[src/psob_consts.svh]
// constants for the strap source select and bus address block
// assumes inclusion by the package and design files by bare name
//
// Summary of operation
// stored values replace strap values unless the matching select bit is set
// select word writes take effect at once; straps sampled at power-on only
// bit 12 picks stored or strap phase count
// bit 11 picks stored or strap synchronisation setting
// bit 9 picks stored or strap compensation choice
// bit 8 picks stored or strap bus address
// bit 5 picks stored or strap phase offset setting
// bit 3 picks stored or strap soft start time
// bit 2 picks source of both overcurrent trip and alert levels
// bit 1 picks stored or strap switching rate
// bit 0 picks source of output target, feedback ratio, upper and lower limits
// host writes zero to bits 15:13 and 7:6; bits 10 and 4 free
// address register written by byte write and read by byte read
// new address answers from the next transaction, no restore needed; a write landing in the load cycle is dropped, the load wins
// address in bits 6:0; bit 7 reads zero; reset from stored or strap
// reserved addresses 0x0C, 0x28, 0x37, 0x61 are refused
// refused write keeps old address and flags invalid data
`ifndef PSOB_CONSTS_SVH
`define PSOB_CONSTS_SVH
`define PSOB_CMD_SELECT 8'hEE
`define PSOB_CMD_ADDR 8'hEF
`define PSOB_BIT_PHASE 12
`define PSOB_BIT_SYNC 11
`define PSOB_BIT_COMP 9
`define PSOB_BIT_ADDR 8
`define PSOB_BIT_OFFSET 5
`define PSOB_BIT_SOFT 3
`define PSOB_BIT_OC 2
`define PSOB_BIT_RATE 1
`define PSOB_BIT_OUT 0
`define PSOB_RSV_A 7'h0C
`define PSOB_RSV_B 7'h28
`define PSOB_RSV_C 7'h37
`define PSOB_RSV_D 7'h61
`define PSOB_SEL_RESET 16'h0000
`define PSOB_ADDR_RESET 7'h00
`define PSOB_SET_W 16
`endif

[src/psob_pkg.sv]
// types for the strap source select and bus address block
// assumes the constants header is on the include path
`include "psob_consts.svh"
package psob_pkg;
    // one group of settings, one word per setting except the seven bit bus address
    typedef struct packed {
        logic [`PSOB_SET_W-1:0] phase_count;
        logic [`PSOB_SET_W-1:0] sync_setting;
        logic [`PSOB_SET_W-1:0] comp_choice;
        logic [`PSOB_SET_W-1:0] phase_offset_setting;
        logic [`PSOB_SET_W-1:0] soft_start_time;
        logic [`PSOB_SET_W-1:0] overcurrent_trip_level;
        logic [`PSOB_SET_W-1:0] overcurrent_alert_level;
        logic [`PSOB_SET_W-1:0] switch_rate;
        logic [`PSOB_SET_W-1:0] output_target_level;
        logic [`PSOB_SET_W-1:0] output_feedback_ratio;
        logic [`PSOB_SET_W-1:0] output_upper_limit;
        logic [`PSOB_SET_W-1:0] output_lower_limit;
        logic [6:0] bus_addr;
    } psob_settings_t;
    // one register access from the command decoder
    typedef struct packed {
        logic wr;
        logic rd;
        logic [7:0] cmd;
        logic [15:0] data;
    } psob_access_t;
    // load sequencer states
    typedef enum logic [2:0] {
        PSOB_IDLE = 3'b001,
        PSOB_LOAD = 3'b010,
        PSOB_DONE = 3'b100
    } psob_state_t;
endpackage

[src/psob_addr_check.sv]
// reserved bus address filter
// assumes a seven bit candidate address, purely combinational
`timescale 1ns/1ns
`default_nettype none
`include "psob_consts.svh"
module psob_addr_check (
    // candidate
    input wire logic [6:0] addr_i,
    // verdict
    output logic reserved_o
);
    // compare against the four reserved values
    assign reserved_o = (addr_i == `PSOB_RSV_A) || (addr_i == `PSOB_RSV_B) ||
                        (addr_i == `PSOB_RSV_C) || (addr_i == `PSOB_RSV_D);
endmodule
`default_nettype wire

[src/psob_top.sv]
// strap source selection and bus address register
// assumes a command decoder delivers one-cycle read/write strobes with command code
// and that strap and stored values are stable while load_i or restore_i is pulsed
`timescale 1ns/1ns
`default_nettype none
`include "psob_consts.svh"
module psob_top (
    // clock and reset
    input wire logic ref_clk_i,
    input wire logic nrst_i,
    // register access
    input wire psob_pkg::psob_access_t acc_i,
    // load requests
    input wire logic load_i,
    input wire logic restore_i,
    // value sources
    input wire psob_pkg::psob_settings_t strap_i,
    input wire psob_pkg::psob_settings_t stored_i,
    input wire logic [15:0] stored_select_i,
    // results
    output psob_pkg::psob_settings_t active_o,
    output logic [15:0] rd_data_o,
    output logic rd_valid_o,
    output logic invalid_data_o,
    output logic [6:0] bus_addr_o,
    output logic load_done_o
);
    import psob_pkg::*;

    psob_state_t state_reg;
    logic [15:0] select_reg;
    psob_settings_t strap_reg;
    psob_settings_t active_reg;
    logic [15:0] rd_data_reg;
    logic rd_valid_reg;
    logic invalid_reg;
    logic done_reg;
    logic por_pending_reg;
    logic addr_reserved;
    logic restore_pending_reg;
    psob_settings_t load_next;

    // reserved address filter for written bytes
    psob_addr_check u_chk (
        .addr_i(acc_i.data[6:0]),
        .reserved_o(addr_reserved)
    );

    // per-setting source choice from the select word
    always_comb begin
        load_next = stored_i;
        if (select_reg[`PSOB_BIT_PHASE]) begin
            load_next.phase_count = strap_reg.phase_count;
        end
        if (select_reg[`PSOB_BIT_SYNC]) begin
            load_next.sync_setting = strap_reg.sync_setting;
        end
        if (select_reg[`PSOB_BIT_COMP]) begin
            load_next.comp_choice = strap_reg.comp_choice;
        end
        if (select_reg[`PSOB_BIT_ADDR]) begin
            load_next.bus_addr = strap_reg.bus_addr;
        end
        if (select_reg[`PSOB_BIT_OFFSET]) begin
            load_next.phase_offset_setting = strap_reg.phase_offset_setting;
        end
        if (select_reg[`PSOB_BIT_SOFT]) begin
            load_next.soft_start_time = strap_reg.soft_start_time;
        end
        if (select_reg[`PSOB_BIT_OC]) begin
            load_next.overcurrent_trip_level = strap_reg.overcurrent_trip_level;
            load_next.overcurrent_alert_level = strap_reg.overcurrent_alert_level;
        end
        if (select_reg[`PSOB_BIT_RATE]) begin
            load_next.switch_rate = strap_reg.switch_rate;
        end
        if (select_reg[`PSOB_BIT_OUT]) begin
            load_next.output_target_level = strap_reg.output_target_level;
            load_next.output_feedback_ratio = strap_reg.output_feedback_ratio;
            load_next.output_upper_limit = strap_reg.output_upper_limit;
            load_next.output_lower_limit = strap_reg.output_lower_limit;
        end
    end

    // power-on marker: first load after reset samples the straps
    always_ff @(posedge ref_clk_i or negedge nrst_i) begin
        if (!nrst_i) begin
            por_pending_reg <= 1'b1;
        end else if (state_reg == PSOB_LOAD) begin
            por_pending_reg <= 1'b0;
        end
    end

    // strap capture only at power-on load
    always_ff @(posedge ref_clk_i or negedge nrst_i) begin
        if (!nrst_i) begin
            strap_reg <= '0;
        end else if (state_reg == PSOB_IDLE && por_pending_reg && load_i) begin
            strap_reg <= strap_i;
        end
    end

    // taken request marker, high while the sequencer sits in load
    always_ff @(posedge ref_clk_i or negedge nrst_i) begin
        if (!nrst_i) begin
            restore_pending_reg <= 1'b0;
        end else begin
            restore_pending_reg <= (state_reg == PSOB_IDLE) &&
                ((load_i && por_pending_reg) || (restore_i && !por_pending_reg));
        end
    end

    // load sequencer: capture, then apply one cycle later
    always_ff @(posedge ref_clk_i or negedge nrst_i) begin
        if (!nrst_i) begin
            state_reg <= PSOB_IDLE;
        end else begin
            case (state_reg)
                PSOB_IDLE: begin
                    if ((load_i && por_pending_reg) || (restore_i && !por_pending_reg)) begin
                        state_reg <= PSOB_LOAD;
                    end
                end
                PSOB_LOAD: begin
                    state_reg <= PSOB_DONE;
                end
                PSOB_DONE: begin
                    state_reg <= PSOB_IDLE;
                end
                default: begin
                    state_reg <= PSOB_IDLE;
                end
            endcase
        end
    end

    // select word: stored copy at load, host writes on the fly
    always_ff @(posedge ref_clk_i or negedge nrst_i) begin
        if (!nrst_i) begin
            select_reg <= `PSOB_SEL_RESET;
        end else if (acc_i.wr && acc_i.cmd == `PSOB_CMD_SELECT) begin
            select_reg <= acc_i.data;
        end else if (state_reg == PSOB_IDLE && load_i && por_pending_reg) begin
            select_reg <= stored_select_i;
        end
    end

    // active settings and live bus address
    always_ff @(posedge ref_clk_i or negedge nrst_i) begin
        if (!nrst_i) begin
            active_reg <= '0;
        end else if (state_reg == PSOB_LOAD) begin
            active_reg <= load_next;
        end else if (acc_i.wr && acc_i.cmd == `PSOB_CMD_ADDR && !addr_reserved) begin
            active_reg.bus_addr <= acc_i.data[6:0];
        end
    end

    // invalid data flag for refused address writes, one cycle
    always_ff @(posedge ref_clk_i or negedge nrst_i) begin
        if (!nrst_i) begin
            invalid_reg <= 1'b0;
        end else begin
            invalid_reg <= acc_i.wr && acc_i.cmd == `PSOB_CMD_ADDR && addr_reserved;
        end
    end

    // read path: word for the select, byte with bit 7 zero for the address
    always_ff @(posedge ref_clk_i or negedge nrst_i) begin
        if (!nrst_i) begin
            rd_data_reg <= 16'h0000;
            rd_valid_reg <= 1'b0;
        end else begin
            rd_valid_reg <= acc_i.rd;
            if (acc_i.rd && acc_i.cmd == `PSOB_CMD_SELECT) begin
                rd_data_reg <= select_reg;
            end else if (acc_i.rd && acc_i.cmd == `PSOB_CMD_ADDR) begin
                rd_data_reg <= {9'h000, active_reg.bus_addr};
            end else begin
                rd_data_reg <= 16'h0000;
            end
        end
    end

    // load completion pulse
    always_ff @(posedge ref_clk_i or negedge nrst_i) begin
        if (!nrst_i) begin
            done_reg <= 1'b0;
        end else begin
            done_reg <= (state_reg == PSOB_LOAD);
        end
    end

    assign active_o = active_reg;
    assign bus_addr_o = active_reg.bus_addr;
    assign rd_data_o = rd_data_reg;
    assign rd_valid_o = rd_valid_reg;
    assign invalid_data_o = invalid_reg;
    assign load_done_o = done_reg;

    // reserved write leaves the address unchanged
    chk_reserved_keep: assert property (@(posedge ref_clk_i) disable iff (!nrst_i)
        (acc_i.wr && acc_i.cmd == `PSOB_CMD_ADDR && addr_reserved && state_reg != PSOB_LOAD)
        |=> (bus_addr_o == $past(bus_addr_o)) && invalid_data_o)
        else $error("reserved address accepted");
    // valid write answers on the next cycle
    chk_addr_update: assert property (@(posedge ref_clk_i) disable iff (!nrst_i)
        (acc_i.wr && acc_i.cmd == `PSOB_CMD_ADDR && !addr_reserved && state_reg != PSOB_LOAD)
        |=> bus_addr_o == $past(acc_i.data[6:0]))
        else $error("address not updated");
    // invalid flag raised only after a refused write
    chk_invalid_flag: assert property (@(posedge ref_clk_i) disable iff (!nrst_i)
        invalid_data_o |-> $past(addr_reserved) && $past(acc_i.wr))
        else $error("spurious invalid flag");
    // select written at once
    chk_select_write: assert property (@(posedge ref_clk_i) disable iff (!nrst_i)
        (acc_i.wr && acc_i.cmd == `PSOB_CMD_SELECT) |=> select_reg == $past(acc_i.data))
        else $error("select write lost");
    // straps frozen after power-on
    chk_strap_frozen: assert property (@(posedge ref_clk_i) disable iff (!nrst_i)
        !por_pending_reg |=> $stable(strap_reg))
        else $error("straps resampled");
    // address read has bit 7 clear
    chk_addr_read: assert property (@(posedge ref_clk_i) disable iff (!nrst_i)
        (acc_i.rd && acc_i.cmd == `PSOB_CMD_ADDR) |=> rd_valid_o && rd_data_o[15:7] == 9'h000)
        else $error("address read high bits");
    // load picks the strap address when bit 8 set
    chk_addr_source: assert property (@(posedge ref_clk_i) disable iff (!nrst_i)
        (state_reg == PSOB_LOAD && select_reg[`PSOB_BIT_ADDR]) |=> bus_addr_o == $past(strap_reg.bus_addr))
        else $error("address source wrong");
    // load picks the stored rate when bit 1 clear
    chk_rate_source: assert property (@(posedge ref_clk_i) disable iff (!nrst_i)
        (state_reg == PSOB_LOAD && !select_reg[`PSOB_BIT_RATE]) ##1 1'b1
        |-> active_o.switch_rate == $past(stored_i.switch_rate))
        else $error("rate source wrong");
    // overcurrent pair moves together
    chk_oc_pair: assert property (@(posedge ref_clk_i) disable iff (!nrst_i)
        (state_reg == PSOB_LOAD && select_reg[`PSOB_BIT_OC]) |=>
        active_o.overcurrent_trip_level == $past(strap_reg.overcurrent_trip_level) &&
        active_o.overcurrent_alert_level == $past(strap_reg.overcurrent_alert_level))
        else $error("overcurrent source wrong");
    // completion follows a load by two cycles
    chk_load_done: assert property (@(posedge ref_clk_i) disable iff (!nrst_i)
        (state_reg == PSOB_IDLE && load_i && por_pending_reg) |-> ##2 load_done_o)
        else $error("load did not complete");

    // sync setting from the strap when bit 11 set
    chk_sync_strap: assert property (@(posedge ref_clk_i) disable iff (!nrst_i)
        (state_reg == PSOB_LOAD && select_reg[`PSOB_BIT_SYNC]) |=>
        active_o.sync_setting == $past(strap_reg.sync_setting))
        else $error("sync source wrong");
    // compensation from the strap when bit 9 set
    chk_comp_strap: assert property (@(posedge ref_clk_i) disable iff (!nrst_i)
        (state_reg == PSOB_LOAD && select_reg[`PSOB_BIT_COMP]) |=>
        active_o.comp_choice == $past(strap_reg.comp_choice))
        else $error("compensation source wrong");
    // phase count from the strap when bit 12 set
    chk_phase_strap: assert property (@(posedge ref_clk_i) disable iff (!nrst_i)
        (state_reg == PSOB_LOAD && select_reg[`PSOB_BIT_PHASE]) |=>
        active_o.phase_count == $past(strap_reg.phase_count))
        else $error("phase count source wrong");
    // stored address when bit 8 clear
    chk_addr_stored: assert property (@(posedge ref_clk_i) disable iff (!nrst_i)
        (state_reg == PSOB_LOAD && !select_reg[`PSOB_BIT_ADDR]) |=> bus_addr_o == $past(stored_i.bus_addr))
        else $error("stored address not taken");
    // phase offset from the strap when bit 5 set
    chk_offset_strap: assert property (@(posedge ref_clk_i) disable iff (!nrst_i)
        (state_reg == PSOB_LOAD && select_reg[`PSOB_BIT_OFFSET]) |=>
        active_o.phase_offset_setting == $past(strap_reg.phase_offset_setting))
        else $error("offset source wrong");
    // soft start from the strap when bit 3 set
    chk_soft_strap: assert property (@(posedge ref_clk_i) disable iff (!nrst_i)
        (state_reg == PSOB_LOAD && select_reg[`PSOB_BIT_SOFT]) |=>
        active_o.soft_start_time == $past(strap_reg.soft_start_time))
        else $error("soft start source wrong");
    // overcurrent pair stored together when bit 2 clear
    chk_oc_stored: assert property (@(posedge ref_clk_i) disable iff (!nrst_i)
        (state_reg == PSOB_LOAD && !select_reg[`PSOB_BIT_OC]) |=>
        active_o.overcurrent_trip_level == $past(stored_i.overcurrent_trip_level) &&
        active_o.overcurrent_alert_level == $past(stored_i.overcurrent_alert_level))
        else $error("overcurrent stored pair wrong");
    // switching rate from the strap when bit 1 set
    chk_rate_strap: assert property (@(posedge ref_clk_i) disable iff (!nrst_i)
        (state_reg == PSOB_LOAD && select_reg[`PSOB_BIT_RATE]) |=>
        active_o.switch_rate == $past(strap_reg.switch_rate))
        else $error("rate strap not taken");
    // output group from the strap when bit 0 set
    chk_out_strap: assert property (@(posedge ref_clk_i) disable iff (!nrst_i)
        (state_reg == PSOB_LOAD && select_reg[`PSOB_BIT_OUT]) |=>
        active_o.output_target_level == $past(strap_reg.output_target_level) &&
        active_o.output_feedback_ratio == $past(strap_reg.output_feedback_ratio) &&
        active_o.output_upper_limit == $past(strap_reg.output_upper_limit) &&
        active_o.output_lower_limit == $past(strap_reg.output_lower_limit))
        else $error("output group source wrong");
    // output target stored when bit 0 clear
    chk_out_stored: assert property (@(posedge ref_clk_i) disable iff (!nrst_i)
        (state_reg == PSOB_LOAD && !select_reg[`PSOB_BIT_OUT]) |=>
        active_o.output_target_level == $past(stored_i.output_target_level))
        else $error("output stored value wrong");

    // select moves only on a write or the power-on load
    chk_select_hold: assert property (@(posedge ref_clk_i) disable iff (!nrst_i)
        !(acc_i.wr && acc_i.cmd == `PSOB_CMD_SELECT) && !(state_reg == PSOB_IDLE && load_i && por_pending_reg)
        |=> $stable(select_reg))
        else $error("select changed unasked");
    // address moves only on a write or a load
    chk_addr_hold: assert property (@(posedge ref_clk_i) disable iff (!nrst_i)
        (!(acc_i.wr && acc_i.cmd == `PSOB_CMD_ADDR) && state_reg != PSOB_LOAD) |=> $stable(bus_addr_o))
        else $error("address changed unasked");
    // select read returns the live word
    chk_select_read: assert property (@(posedge ref_clk_i) disable iff (!nrst_i)
        (acc_i.rd && acc_i.cmd == `PSOB_CMD_SELECT) |=> rd_data_o == $past(select_reg))
        else $error("select read wrong");
    // address read returns the live address
    chk_addr_readback: assert property (@(posedge ref_clk_i) disable iff (!nrst_i)
        (acc_i.rd && acc_i.cmd == `PSOB_CMD_ADDR) |=> rd_data_o[6:0] == $past(bus_addr_o))
        else $error("address read wrong");
    // every read answered next cycle
    chk_read_valid: assert property (@(posedge ref_clk_i) disable iff (!nrst_i)
        acc_i.rd |=> rd_valid_o)
        else $error("read not answered");
    // no answer without a read
    chk_read_quiet: assert property (@(posedge ref_clk_i) disable iff (!nrst_i)
        !acc_i.rd |=> !rd_valid_o)
        else $error("spurious read answer");

    // later load requests never resample
    chk_no_reload: assert property (@(posedge ref_clk_i) disable iff (!nrst_i)
        (state_reg == PSOB_IDLE && !por_pending_reg && !restore_i) |=> state_reg == PSOB_IDLE)
        else $error("second load accepted");
    // restore before the power-on load is ignored
    chk_early_restore: assert property (@(posedge ref_clk_i) disable iff (!nrst_i)
        (state_reg == PSOB_IDLE && por_pending_reg && !load_i) |=> state_reg == PSOB_IDLE && por_pending_reg)
        else $error("early restore accepted");
    // power-on marker drops after the first load
    chk_por_clear: assert property (@(posedge ref_clk_i) disable iff (!nrst_i)
        state_reg == PSOB_LOAD |=> !por_pending_reg)
        else $error("power-on marker stuck");
    // taken marker and sequencer agree
    chk_load_entry: assert property (@(posedge ref_clk_i) disable iff (!nrst_i)
        restore_pending_reg == (state_reg == PSOB_LOAD))
        else $error("load entry mismatch");
    // completion lasts one cycle
    chk_done_pulse: assert property (@(posedge ref_clk_i) disable iff (!nrst_i)
        load_done_o |=> !load_done_o)
        else $error("done pulse too long");
    // accepted address raises no flag
    chk_valid_quiet: assert property (@(posedge ref_clk_i) disable iff (!nrst_i)
        (acc_i.wr && acc_i.cmd == `PSOB_CMD_ADDR && !addr_reserved) |=> !invalid_data_o)
        else $error("valid address flagged");
    // straps captured at the power-on load
    chk_strap_capture: assert property (@(posedge ref_clk_i) disable iff (!nrst_i)
        (state_reg == PSOB_IDLE && por_pending_reg && load_i) |=> strap_reg == $past(strap_i))
        else $error("straps not captured");
endmodule
`default_nettype wire

[config.mk]
export PLATFORM = sky130hd
export DESIGN_NAME = psob_top
export DESIGN_NICKNAME = d
export VERILOG_FILES = /design/src/psob_pkg.sv /design/src/psob_addr_check.sv /design/src/psob_top.sv
export VERILOG_INCLUDE_DIRS = /design/src
export SDC_FILE = /design/constraint.sdc
export NUM_CORES = 1
export LEC_CHECK = 0
export ABC_AREA = 1
export ABC_CLOCK_PERIOD_IN_PS = 1500
export BUFFER_PORTS_ARGS = -buffer_cell sky130_fd_sc_hd__buf_2
export CORE_AREA = 8 8 257 259
export CTS_BUF_LIST = sky130_fd_sc_hd__clkbuf_4 sky130_fd_sc_hd__clkbuf_8
export DETAILED_ROUTE_END_ITERATION = 8
export DIE_AREA = 0 0 265 267
export SLEW_MARGIN = 15
export SYNTH_ARGS = -nofsm -noshare
export SYNTH_HDL_FRONTEND = slang
export SYNTH_SLANG_ARGS = --single-unit
[constraint.sdc]
create_clock -name ref_clk_i -period 1.5 [get_ports ref_clk_i]
set_input_delay 0.3 -clock ref_clk_i [delete_from_list [all_inputs] [get_ports ref_clk_i]]
set_output_delay 0.3 -clock ref_clk_i [all_outputs]
set_load 0.02 [all_outputs]
== After elaboration in Yosys (flattened, before gate mapping) ==
Index checks and enable logic that the tools add are counted.
Widths: inputs -> output; s select.
Operators by class
  add/subtract/negate cells: 0
  multipliers: 0
  divide/modulo/power cells: 0
  order comparisons: 0
  equality and inequality tests: 9
  shift-type cells: 0
  mux-type cells: 17
  bitwise operators: 0
  reductions and logical operators: 20
Operators with widths (count)
  $mux 16: 9
  $mux 64: 1
  $mux 32: 1
  $mux 7: 4
  $eq 8x8->1 const B: 2
  $eq 7x6->1 const B: 2
  $logic_and 1x1->1: 12
  $eq 7x4->1 const B: 1
  $eq 7x7->1 const B: 1
  $pmux 3 s2: 1
  $logic_or 1x1->1: 4
  $reduce_bool 2->1: 2
  $eq 3x1->1 const B: 1
  $eq 3x2->1 const B: 1
  $mux 3: 1
  $logic_not 1->1: 2
  $ne 2x1->1 const B: 1
Storage, ports and cells
  bits in registers: 437
  latch bits: 0
  RAM bits: 0
  ROM bits: 0
  bits of input ports: 444
  output and inout bits: 225
  logic and storage cells: 79
  memories kept: 0

== Depth between registers and ports, before layout ==
Gate-level depths: netlist (run 1).
  depth in word-level cells: 8
  mapped depth: 10
  depth with buffers taken out: 10

== By module ==
Synthesis (run 1) repeated with hierarchy kept, for this count alone.
Second synthesis, totals
  cells, all modules: 2178
  area, all modules: 18393.9 µm²
By module, submodules not included
  psob_top: instances 1, cells each 2148, area each 18275.0 µm²
  psob_addr_check: instances 1, cells each 30, area each 118.9 µm²

== Least setup slack after synthesis (run 1) ==
Ideal clock, no wire load.
  kind: register -> register
  start: reg state_reg[0]
  end: reg select_reg[4]
  data arrival time: 1325 ps
  required time: 1413 ps
  path slack: 88 ps
  cell stages (with the launch flop): 9
  buffers on the path: 2
  clock period less this slack: 1412 ps
  path through: dfstp_2 > inv_2 > nor3_2 > nand2_1 > inv_2 > buf_4 > buf_4 > nand3_1 > o211ai_1
On the way
  cells in the longest elaborated chain, start to end: 4
Ends and longest elaborated chain
  from (decl): RTL line psob_top.sv:30  | psob_state_t state_reg;
  from (signal assigned): RTL line psob_top.sv:116  | state_reg <= PSOB_IDLE;
  from (signal assigned): RTL line psob_top.sv:121  | state_reg <= PSOB_LOAD;
  from (signal assigned): RTL line psob_top.sv:125  | state_reg <= PSOB_DONE;
  $eq 3x1->1: RTL line psob_top.sv:143  | end else if (state_reg == PSOB_IDLE && load_i && por_pending_reg) begin
  $logic_and 1x1->1 (2 in a row): RTL line psob_top.sv:143
  $reduce_bool 2->1 (no source line)
  to (signal assigned): RTL line psob_top.sv:140  | select_reg <= `PSOB_SEL_RESET;
  to (signal assigned): RTL line psob_top.sv:142  | select_reg <= acc_i.data;
  to (signal assigned): RTL line psob_top.sv:144  | select_reg <= stored_select_i;
  to (decl): RTL line psob_top.sv:31  | logic [15:0] select_reg;
Every way passes these cells.
A chain may end at the register's enable or synchronous reset.

== Worst setup path after layout (run 1) ==
  start: reg state_reg[0]
  end: reg strap_reg[82] (netlist bit)
On the way
  cells in the longest elaborated chain, start to end: 3
Ends and longest elaborated chain
  $eq 3x1->1: RTL line psob_top.sv:98  | end else if (state_reg == PSOB_IDLE && por_pending_reg && load_i) begin
  $logic_and 1x1->1 (2 in a row): RTL line psob_top.sv:98
  to (signal assigned): RTL line psob_top.sv:99  | strap_reg <= strap_i;
  to (decl): RTL line psob_top.sv:32  | psob_settings_t strap_reg;
Every way passes these cells.

==> results.toml, run 1 <==
[global_routing]
grt-ovfl-total = 0
antenna_found_initial = 17
grt_max_degree = 87
grt_pass1_vias = 21020
grt_use_total_pct = 22.02
grt_pass1_wl_mm = 122.4

[power]
vdd_ir_drop_max_v = 0.0008606
powerDensity_nw_per_um2 = 1462
totalPowerFinal_uw = 46400
p_leak_uw = 0.01581

[clock_tree]
clock_sinks = 437
cts.reportedPaths.clkPinSlew_ns = 0.06
numCtsBuffers = 80
cts_buffer_depth = 3
h-tree-depth = 3
root_buffer = "clkbuf_8"
cts_tree = "built"
clock_latency_ns = 0.66

[sta]
setup_ws_ns = -0.1723
slew_viol_final = 0
finalCriticalPeriod_ns = 1.672
slew_headroom_pct = 66.32
timing.fmax_mhz = 598.0
hold_viol_final = 0
setup_viol = 403
fin_skew_ns = 0.05437
hold_slack_ns = 0.07042
grt_setup_unrepaired = "true"
period_share_pct = 111.5
worst_pin_slew_ns = 0.4999

[place]
placed_cells = 3583
io_buffer_count = 668
place.gp.congestion = 0.8874
pre_cts_ws_ns = -0.1763
dpl.hpwl_mm = 54.70

[critical_path]
crit_required_ns = 2.07
crit_type = "reg2reg"
cp-end-kind = "register"
arrival_ns = 2.25
crit_fanout = 20
start_kind = "register"

[drt]
vias_per_cell = 4.830
totalWireLength_mm = 86.22
ant_nets = 0
post_drt_wl_per_cell_um = 20.36
vias = 20460
dr.pass1.iters = 7
drtIter0Drc = 1833
route.detailed.drc = 0

[status]
status = "finished, violations left"
violations = "setup timing"

[cells_and_area]
largest_register_ffs = 199
final_cell_mix = "nand2_1 (687), buf_2 (563), dfrtp_1 (421)"
drive_gt1_share_pct = 33.31
final_cells = 4235
area_growth_pct = 69.64
layout_commonest_cell = "nand2_1"
fin_nets = 3811
final_util_pct = 51.04

[synthesis]
synth_area_um2 = 18700
synthCells = 2141
synth_area_leaders = "dfrtp_1 (58%), nand2_1 (14%), o21ai_0 (8.7%), inv_1 (3.4%), o21ai_1 (3.2%)"
yosysWarnings = 0
yosys.cell_types.count = 25
synth.net_count = 2585
synth.top_cell.area_share_pct = 58.21
yosys.area.top_type = "dfrtp_1"
syn_area_per_cell_um2 = 8.735
ys_ff_latch = 437
synth-seq-area-share_pct = 58.49

[floorplanning]
die_h_um = 267
num_rows = 92
initial_utilization_pct = 30.09
die_area_um2 = 70760
fp.dieW_um = 265
core_um2 = 62160
ioPinCount = 669

[flow_run]
maxCapViolCount = 0

[hold_path]
hp-class = "in2reg"
## metal layers
layer  vias to the layer above  track usage, %  routed length (um)
li1                       9326               -                   -
met5                         -               0                  52
met4                         8           10.88                4483
met1                      9611           25.63               33890
met3                       305           5.876                7251
met2                      1205           37.41               40550
## report_power, final
part           internal (uW)  switching, uW  leakage (uW)
clock                   6730           5310      0.000901
sequential             14600           2190       0.00499
combinational           7870           9710       0.00992
total                  29200          17200        0.0158
## repair_timing
item	4_1_cts	5_1_grt
buffers inserted	38	16
gates resized for setup	267	123
setup endpoints to repair	559	632
hold buffers	419	0
cloned	9	19
endpoints found under the hold margin	781	0
pin swaps	5	1
## logic make-up (layout without fill, tap and decap cells)
logic type             after synthesis  after routing  share of synthesized area, %
AO/OA/AOI/OAI                      518            518                         16.06
flip-flops                         437            437                         58.49
buffers and inverters              318           1602                         7.493
XOR/XNOR                             1              1                       0.04684
other                                0             11                             0
AND/OR/NAND/NOR                    867            867                         17.92
## final cells by class
class | count | area, um2
clock buffers | 123 | 1493
flip-flops and latches | 437 | 10960
well taps | 799 | 999.7
repair buffers | 1285 | 10750
repair inverters | 2 | 28.78
multi-input cells | 1386 | 6589
inverters | 175 | 696.9
fillers | 5349 | 30430
clock inverters | 17 | 182.7
diodes | 11 | 27.53
## worst paths after layout
kind	start	endpoint	slack (ns)	cells past startpoint
min reg2reg	active_o[124]$_DFFE_PN0N_	active_o[124]$_DFFE_PN0N_	0.47	2
min	stored_i[102]	active_o[102]$_DFFE_PN0N_	0.07	3
max	state_reg[0]$_DFFE_PN1P_	strap_reg[82]$_DFFE_PN0P_	-0.17	9
max in group asynchronous	nrst_i	por_pending_reg$_DFFE_PN1N_	0.59	4
max reg2reg	state_reg[0]$_DFFE_PN1P_	strap_reg[82]$_DFFE_PN0P_	-0.17	9
min in group asynchronous	nrst_i	active_o[77]$_DFFE_PN0N_	0.09	2
## metrics by stage
step | setup TNS [ns] | area [um2]
floorplan | 0 | 18700
global placement | -16.87 | 23580
detailed placement | -22.24 | 23580
CTS | -42.04 | 30830
global route | -62.18 | 31720
finish | -22.11 | 31730
## cell usage after synthesis (all sizes together)
master / count
nor3: 6
a21boi: 1
o21ai: 446
o31ai: 48
nand2: 702
xor2: 1
buf: 95
clkbuf: 48
dfstp: 2
nor2: 114
o211ai: 23
nand3: 37
dfrtp: 435
or2: 7
nand4: 1
inv: 171
clkinv: 4
## critical path: stages (launching register included)
cell	delay, ns
dfstp_2	0.55
inv_2	0.04
nor3_4	0.18
nand2_4	0.11
clkinv_8	0.14
buf_16	0.17
buf_12	0.11
buf_16	0.14
nand2_1	0.07
o21ai_0	0.09
(Power assumes the default switching activity.)
==> run 2, diff against run 1 <==
==> constraint.sdc (replaced) <==
create_clock -name ref_clk_i -period 1.5 [get_ports ref_clk_i]
set_input_delay 0.15 -clock ref_clk_i [delete_from_list [all_inputs] [get_ports ref_clk_i]]
set_output_delay 0.15 -clock ref_clk_i [all_outputs]
set_load 0.02 [all_outputs]
==> results.toml, run 2 (same netlist as run 1, synthesis figures left out) <==
[clock_tree]
h-tree-depth = 3
clock_sinks = 437
cts_tree = "built"
clock_latency_ns = 0.66
cts_buffer_depth = 3
root_buffer = "clkbuf_8"
numCtsBuffers = 81
cts.reportedPaths.clkPinSlew_ns = 0.07

[critical_path]
crit_type = "reg2reg"
r2r_end = "strap_reg[108]$_DFFE_PN0P_"
reg2reg_from = "state_reg[2]$_DFFE_PN0P_"
arrival_ns = 2.18
crit_fanout = 26
crit_required_ns = 2.06
r2r_cells = 8
cp-end-kind = "register"
r2r_setup_slack_ns = -0.11
start_kind = "register"

[place]
io_buffer_count = 668
dpl.hpwl_mm = 55.08
placed_area_um2 = 23530
pre_cts_ws_ns = -0.1440
place.gp.congestion = 0.9124

[sta]
worst_pin_slew_ns = 0.4703
fin_skew_ns = 0.04768
finalCriticalPeriod_ns = 1.613
slew_viol_final = 0
hold_slack_ns = 0.1114
setup_ws_ns = -0.1131
hold_viol_final = 0
slew_headroom_pct = 68.40
setup_viol = 264
timing.fmax_mhz = 619.9
grt_setup_unrepaired = "true"
period_share_pct = 107.5

[cells_and_area]
layout_commonest_cell = "nand2_1"
area_growth_pct = 65.85
largest_register_ffs = 199
stdcell_area_um2 = 31020
final_cell_mix = "nand2_1 (676), buf_2 (652), dlygate4sd3_1 (442)"
drive_gt1_share_pct = 31.95
fin_nets = 3791
fillers = 5457

[drt]
post_drt_wl_per_cell_um = 19.68
ant_nets = 0
vias_per_cell = 4.749
dr.pass1.iters = 7
drtIter0Drc = 1648
totalWireLength_mm = 83.05
route.detailed.drc = 0
vias = 20040

[flow_run]
maxCapViolCount = 0

[global_routing]
grt_pass1_wl_mm = 124.0
antenna_found_initial = 8
grt_pass1_vias = 21020
grt_max_degree = 63
grt-ovfl-total = 0
grt_use_total_pct = 22.47

[floorplanning]
ioPinCount = 669
die_h_um = 267
num_rows = 92
core_um2 = 62160
initial_utilization_pct = 30.09
fp.dieW_um = 265
die_area_um2 = 70760

[power]
clock_power_share_pct = 28.2
p_switching_uw = 16550
swShare_pct = 37.33
p_leak_uw = 0.01552
powerDensity_nw_per_um2 = 1430
totalPowerFinal_uw = 44350
internal_power_uw = 27800
vdd_ir_drop_max_v = 0.0009419
power_frac_comb_pct = 34.7
p_seq_share_pct = 37.2

[status]
status = "finished, violations left"
violations = "setup timing"

[hold_path]
min_path_cells = 7
worstHoldStart = "load_i"
holdPathEnd = "strap_reg[4]$_DFFE_PN0P_"
hp-class = "in2reg"
-- run 2: changes by cell type in the layout (fill, tap and decap cells not counted), sizes merged, moves of 3 or more --
cell,before,now
inv,174,177
clkinvlp,0,3
dlygate4sd3,419,442
clkbuf,133,136
diode,11,8
buf,856,813
-- run 2: worst max path at each step --
stage / from / endpoint / cells past startpoint
after global placement: state_reg[0]$_DFFE_PN1P_ / strap_reg[23]$_DFFE_PN0P_ / 7
after floorplan: state_reg[0]$_DFFE_PN1P_ / select_reg[4]$_DFFE_PN0P_ / 8
after CTS: state_reg[0]$_DFFE_PN1P_ / strap_reg[32]$_DFFE_PN0P_ / 8
after global routing: state_reg[0]$_DFFE_PN1P_ / strap_reg[32]$_DFFE_PN0P_ / 8
final: state_reg[2]$_DFFE_PN0P_ / strap_reg[108]$_DFFE_PN0P_ / 8
after detailed placement: state_reg[0]$_DFFE_PN1P_ / strap_reg[23]$_DFFE_PN0P_ / 7
-- run 2: worst max-delay path, cell delays in order (launching register included) --
cell	delay (ns)
dfrtp_1	0.39
buf_4	0.15
nor3_4	0.22
nand2_4	0.13
clkinv_8	0.10
buf_12	0.18
buf_12	0.17
nand2_1	0.07
o21ai_0	0.11
-- run 2: repair_timing --
item | 4_1_cts | 5_1_grt
gates resized for setup | 122 | 84
hold endpoints to repair | 866 | 16
pin swaps | 4 | 9
setup endpoints to repair | 369 | 433
hold buffers | 442 | 1
cloned | 14 | 8
setup buffers | 15 | 6
-- run 2: metal layers --
metal | vias up | track usage, % | routed length, um
met5 | - | 0 | 0
met4 | 0 | 10.47 | 3492
met3 | 210 | 5.978 | 6999
met2 | 1052 | 38.48 | 40480
met1 | 9476 | 26.15 | 32080
li1 | 9299 | - | -
-- run 2: metrics by stage --
step	TNS, ns	std cells	utilization, %
finish	-9.513	4219	49.90
global route	-41.07	4218	49.90
CTS	-12.35	4200	49.24
detailed placement	-23.74	3581	37.85
global placement	-16.52	3581	37.85
floorplan	0	2141	-
-- run 2: power by group through the flow --
stage	registers [uW]	clock network (uW)	logic, uW
finish	16500	12500	15400
global route	16700	13300	16500
CTS	16400	12800	15000
detailed placement	16500	0	12900
global placement	16400	0	12800
floorplan	19400	0	4140
-- run 2: cell type report --
| class | count | area [um2] | area share [%] |
|---|---|---|---|
| Multi-Input combinational cell | 1386 | 6564 | 21.16 |
| Antenna cell | 8 | 20.02 | 0.06454 |
| Clock buffer | 130 | 1602 | 5.163 |
| Tap cell | 799 | 999.7 | 3.223 |
| Clock inverter | 18 | 191.4 | 0.6172 |
| Sequential cell | 437 | 10960 | 35.32 |
| Inverter | 175 | 686.9 | 2.215 |
| Timing Repair Buffer | 1261 | 9926 | 32.00 |
| Timing Repair inverter | 5 | 72.57 | 0.2340 |
==> run 3, diff against run 2 <==
--- a/config.mk
+++ b/config.mk
@@ -16,4 +16,5 @@
 export SLEW_MARGIN = 15
 export SYNTH_ARGS = -nofsm -noshare
 export SYNTH_HDL_FRONTEND = slang
+export SYNTH_HIERARCHICAL = 1
 export SYNTH_SLANG_ARGS = --single-unit
==> results.toml, run 3 <==
[sta]
grt_setup_unrepaired = "true"
finalCriticalPeriod_ns = 1.636
fin_skew_ns = 0.03312
period_share_pct = 109.1
timing.fmax_mhz = 611.2
slew_viol_final = 0
slew_headroom_pct = 61.07
setup_ws_ns = -0.1362
hold_viol_final = 0
tns_ns = -12.74
worst_pin_slew_ns = 0.5803
setup_viol = 312

[status]
violations = "setup timing"
status = "finished, violations left"

[synthesis]
yosys.cell_types.count = 23
synth.top_cell.area_share_pct = 59.18
synthXorXnorAreaFrac_pct = 0
ys_top_cells_by_count = "nand2_1 (795), dfrtp_1 (435), o21ai_0 (283)"
synthArstFlopShare_pct = 100.0
synth_area_leaders = "dfrtp_1 (59%), nand2_1 (16%), o21ai_0 (7.7%), o21ai_1 (4.2%), inv_1 (3.4%)"
synth.net_count = 2622
synth_top_family_by_area = "simple AND/OR/NAND/NOR gates"
synth_area_um2 = 18390
yosys.area_share.simple_pct = 19.78
yosys.area.top_type = "dfrtp_1"
synthMuxAreaShare_pct = 0
yosysWarnings = 6
synthAdderAreaFrac_pct = 0
synth-seq-area-share_pct = 59.47
synth-compound-area-share_pct = 13.60
synthCells = 2178
yosysMostFrequentCell = "nand2_1"
yosys_most_used_dff = "dfrtp_1"
ys_ff_latch = 437
syn_area_per_cell_um2 = 8.445
synth-edff-count = 0

[critical_path]
crit_type = "reg2reg"
path_common_cell = "buf_12"
r2r_end = "active_o[81]$_DFFE_PN0P_"
crit_fanout = 23
critPathMaxStageDelay_ns = 0.36
reg2reg_from = "state_reg[0]$_DFFE_PN1P_"
r2r_setup_slack_ns = -0.14
crit_required_ns = 2.00
r2r_cells = 8
start_kind = "register"
arrival_ns = 2.14
cpMaxStageDelayCell = "dfstp_2"
crit_chain = "buf_4 > nor3_4 > buf_12 > clkinv_16 > buf_16 > buf_12 > nand2_2 > o21ai_1"
cp-end-kind = "register"

[hold_path]
min_path_cells = 5
hp-class = "in2reg"
worstHoldStart = "acc_i[16]"
holdPathEnd = "rd_data_o[3]$_DFF_PN0_"

[drt]
dr.pass1.iters = 6
route.detailed.drc = 0
totalWireLength_mm = 78.53
drtIter0Drc = 1620
vias = 19810
ant_nets = 0
vias_per_cell = 4.670
post_drt_wl_per_cell_um = 18.52

[floorplanning]
initial_utilization_pct = 29.59
fp.dieW_um = 265
die_h_um = 267
die_area_um2 = 70760
num_rows = 92
ioPinCount = 669
core_um2 = 62160

[cells_and_area]
largest_register_ffs = 199
final_util_pct = 49.18
drive_gt1_share_pct = 29.94
final_cell_mix = "nand2_1 (772), buf_2 (659), dlygate4sd3_1 (436)"
area_growth_pct = 66.20
fillers = 5588
layout_commonest_cell = "nand2_1"
stdcell_area_um2 = 30570
fin_nets = 3818

[clock_tree]
cts.reportedPaths.clkPinSlew_ns = 0.06
clock_latency_ns = 0.65
h-tree-depth = 3
root_buffer = "clkbuf_8"
cts_buffer_depth = 3
numCtsBuffers = 78
clock_sinks = 437
cts_tree = "built"

[global_routing]
grt_max_degree = 67
grt_use_total_pct = 20.81
grt-ovfl-total = 0
antenna_found_initial = 8
grt_pass1_vias = 20590
grt_pass1_wl_mm = 116.1

[power]
powerDensity_nw_per_um2 = 1413
vdd_ir_drop_max_v = 0.0008874
totalPowerFinal_uw = 43190
p_leak_uw = 0.01527

[place]
place.gp.congestion = 0.8490
dpl.hpwl_mm = 52.00
pre_cts_ws_ns = -0.1032
placed_area_um2 = 23470
io_buffer_count = 668

[flow_run]
maxCapViolCount = 0
==> run 3: cell types whose count changed after synthesis, moves of 11 or more <==
cell      delta
nand3_1     +25
o21ai_0     -43
a31oi_1     +48
o211ai_1    -23
buf_2       -30
o31ai_2     -46
clkbuf_1    +24
buf_1       +11
nand2_1     +93
o21ai_1     +36
nor2_1      -40
==> run 3: layout make-up <==
type | instances | area, um2 | share of cell area, %
Sequential cell | 437 | 10950 | 35.82
Timing Repair Buffer | 1259 | 9892 | 32.36
Multi-Input combinational cell | 1426 | 6329 | 20.70
Clock buffer | 129 | 1588 | 5.194
Tap cell | 799 | 999.7 | 3.270
Inverter | 171 | 668.1 | 2.186
Clock inverter | 11 | 107.6 | 0.3520
Antenna cell | 8 | 20.02 | 0.06549
Timing Repair inverter | 1 | 16.27 | 0.05321
==> run 3: logic make-up after synthesis <==
logic type             count (synthesis)
buffers and inverters                315
AO/OA/AOI/OAI                        488
AND/OR/NAND/NOR                      938
flip-flops                           437
==> run 3: worst max-delay path by stage <==
stage                           endpoint  slack [ns]                     start
2_1_floorplan  strap_reg[83]$_DFFE_PN0P_        0.03  state_reg[0]$_DFFE_PN1P_
3_3_place_gp   strap_reg[58]$_DFFE_PN0P_       -0.08  state_reg[0]$_DFFE_PN1P_
3_5_place_dp   active_o[163]$_DFFE_PN0P_       -0.10  state_reg[0]$_DFFE_PN1P_
4_1_cts        strap_reg[61]$_DFFE_PN0P_        -0.1  state_reg[0]$_DFFE_PN1P_
5_1_grt        strap_reg[54]$_DFFE_PN0P_       -0.18  state_reg[0]$_DFFE_PN1P_
6_report        active_o[81]$_DFFE_PN0P_       -0.14  state_reg[0]$_DFFE_PN1P_
==> run 3: stage by stage <==
step / instances / hold slack [ns]
CTS: 4213 / 0.01817
global placement: 3623 / 0.08557
floorplan: 2178 / -0.1456
finish: 4241 / 0.1375
global route: 4241 / 0.1670
detailed placement: 3623 / 0.09224
==> run 3: where the power goes <==
part | switching, uW | internal [uW] | total (uW)
registers | 1830 | 14500 | 16300
clock network | 5240 | 6730 | 12000
logic | 8790 | 6110 | 14900
total | 15900 | 27300 | 43200
==> run 3: what timing repair did <==
action / 4_1_cts / 5_1_grt
hold buffers: 437 / 0
resized for setup: 45 / 76
setup buffers: 9 / 4
setup endpoints to repair: 310 / 382
gates cloned: 4 / 16
hold endpoints to repair: 859 / 0
==> run 3: per-layer routing <==
layer  GRT usage, %  part of all wire [%]
met2          35.58                    49
met3          5.747                   7.9
met4          10.61                   4.9
met1          23.78                    39
met5              0                     0
==> run 3: critical path, delay by kind of cell (launching register included) <==
kind / cells / cell delay (ns)
AO/OA/AOI/OAI: 1 / 0.07
AND/OR/NAND/NOR: 2 / 0.27
flip-flops: 1 / 0.36
buffers and inverters: 5 / 0.77
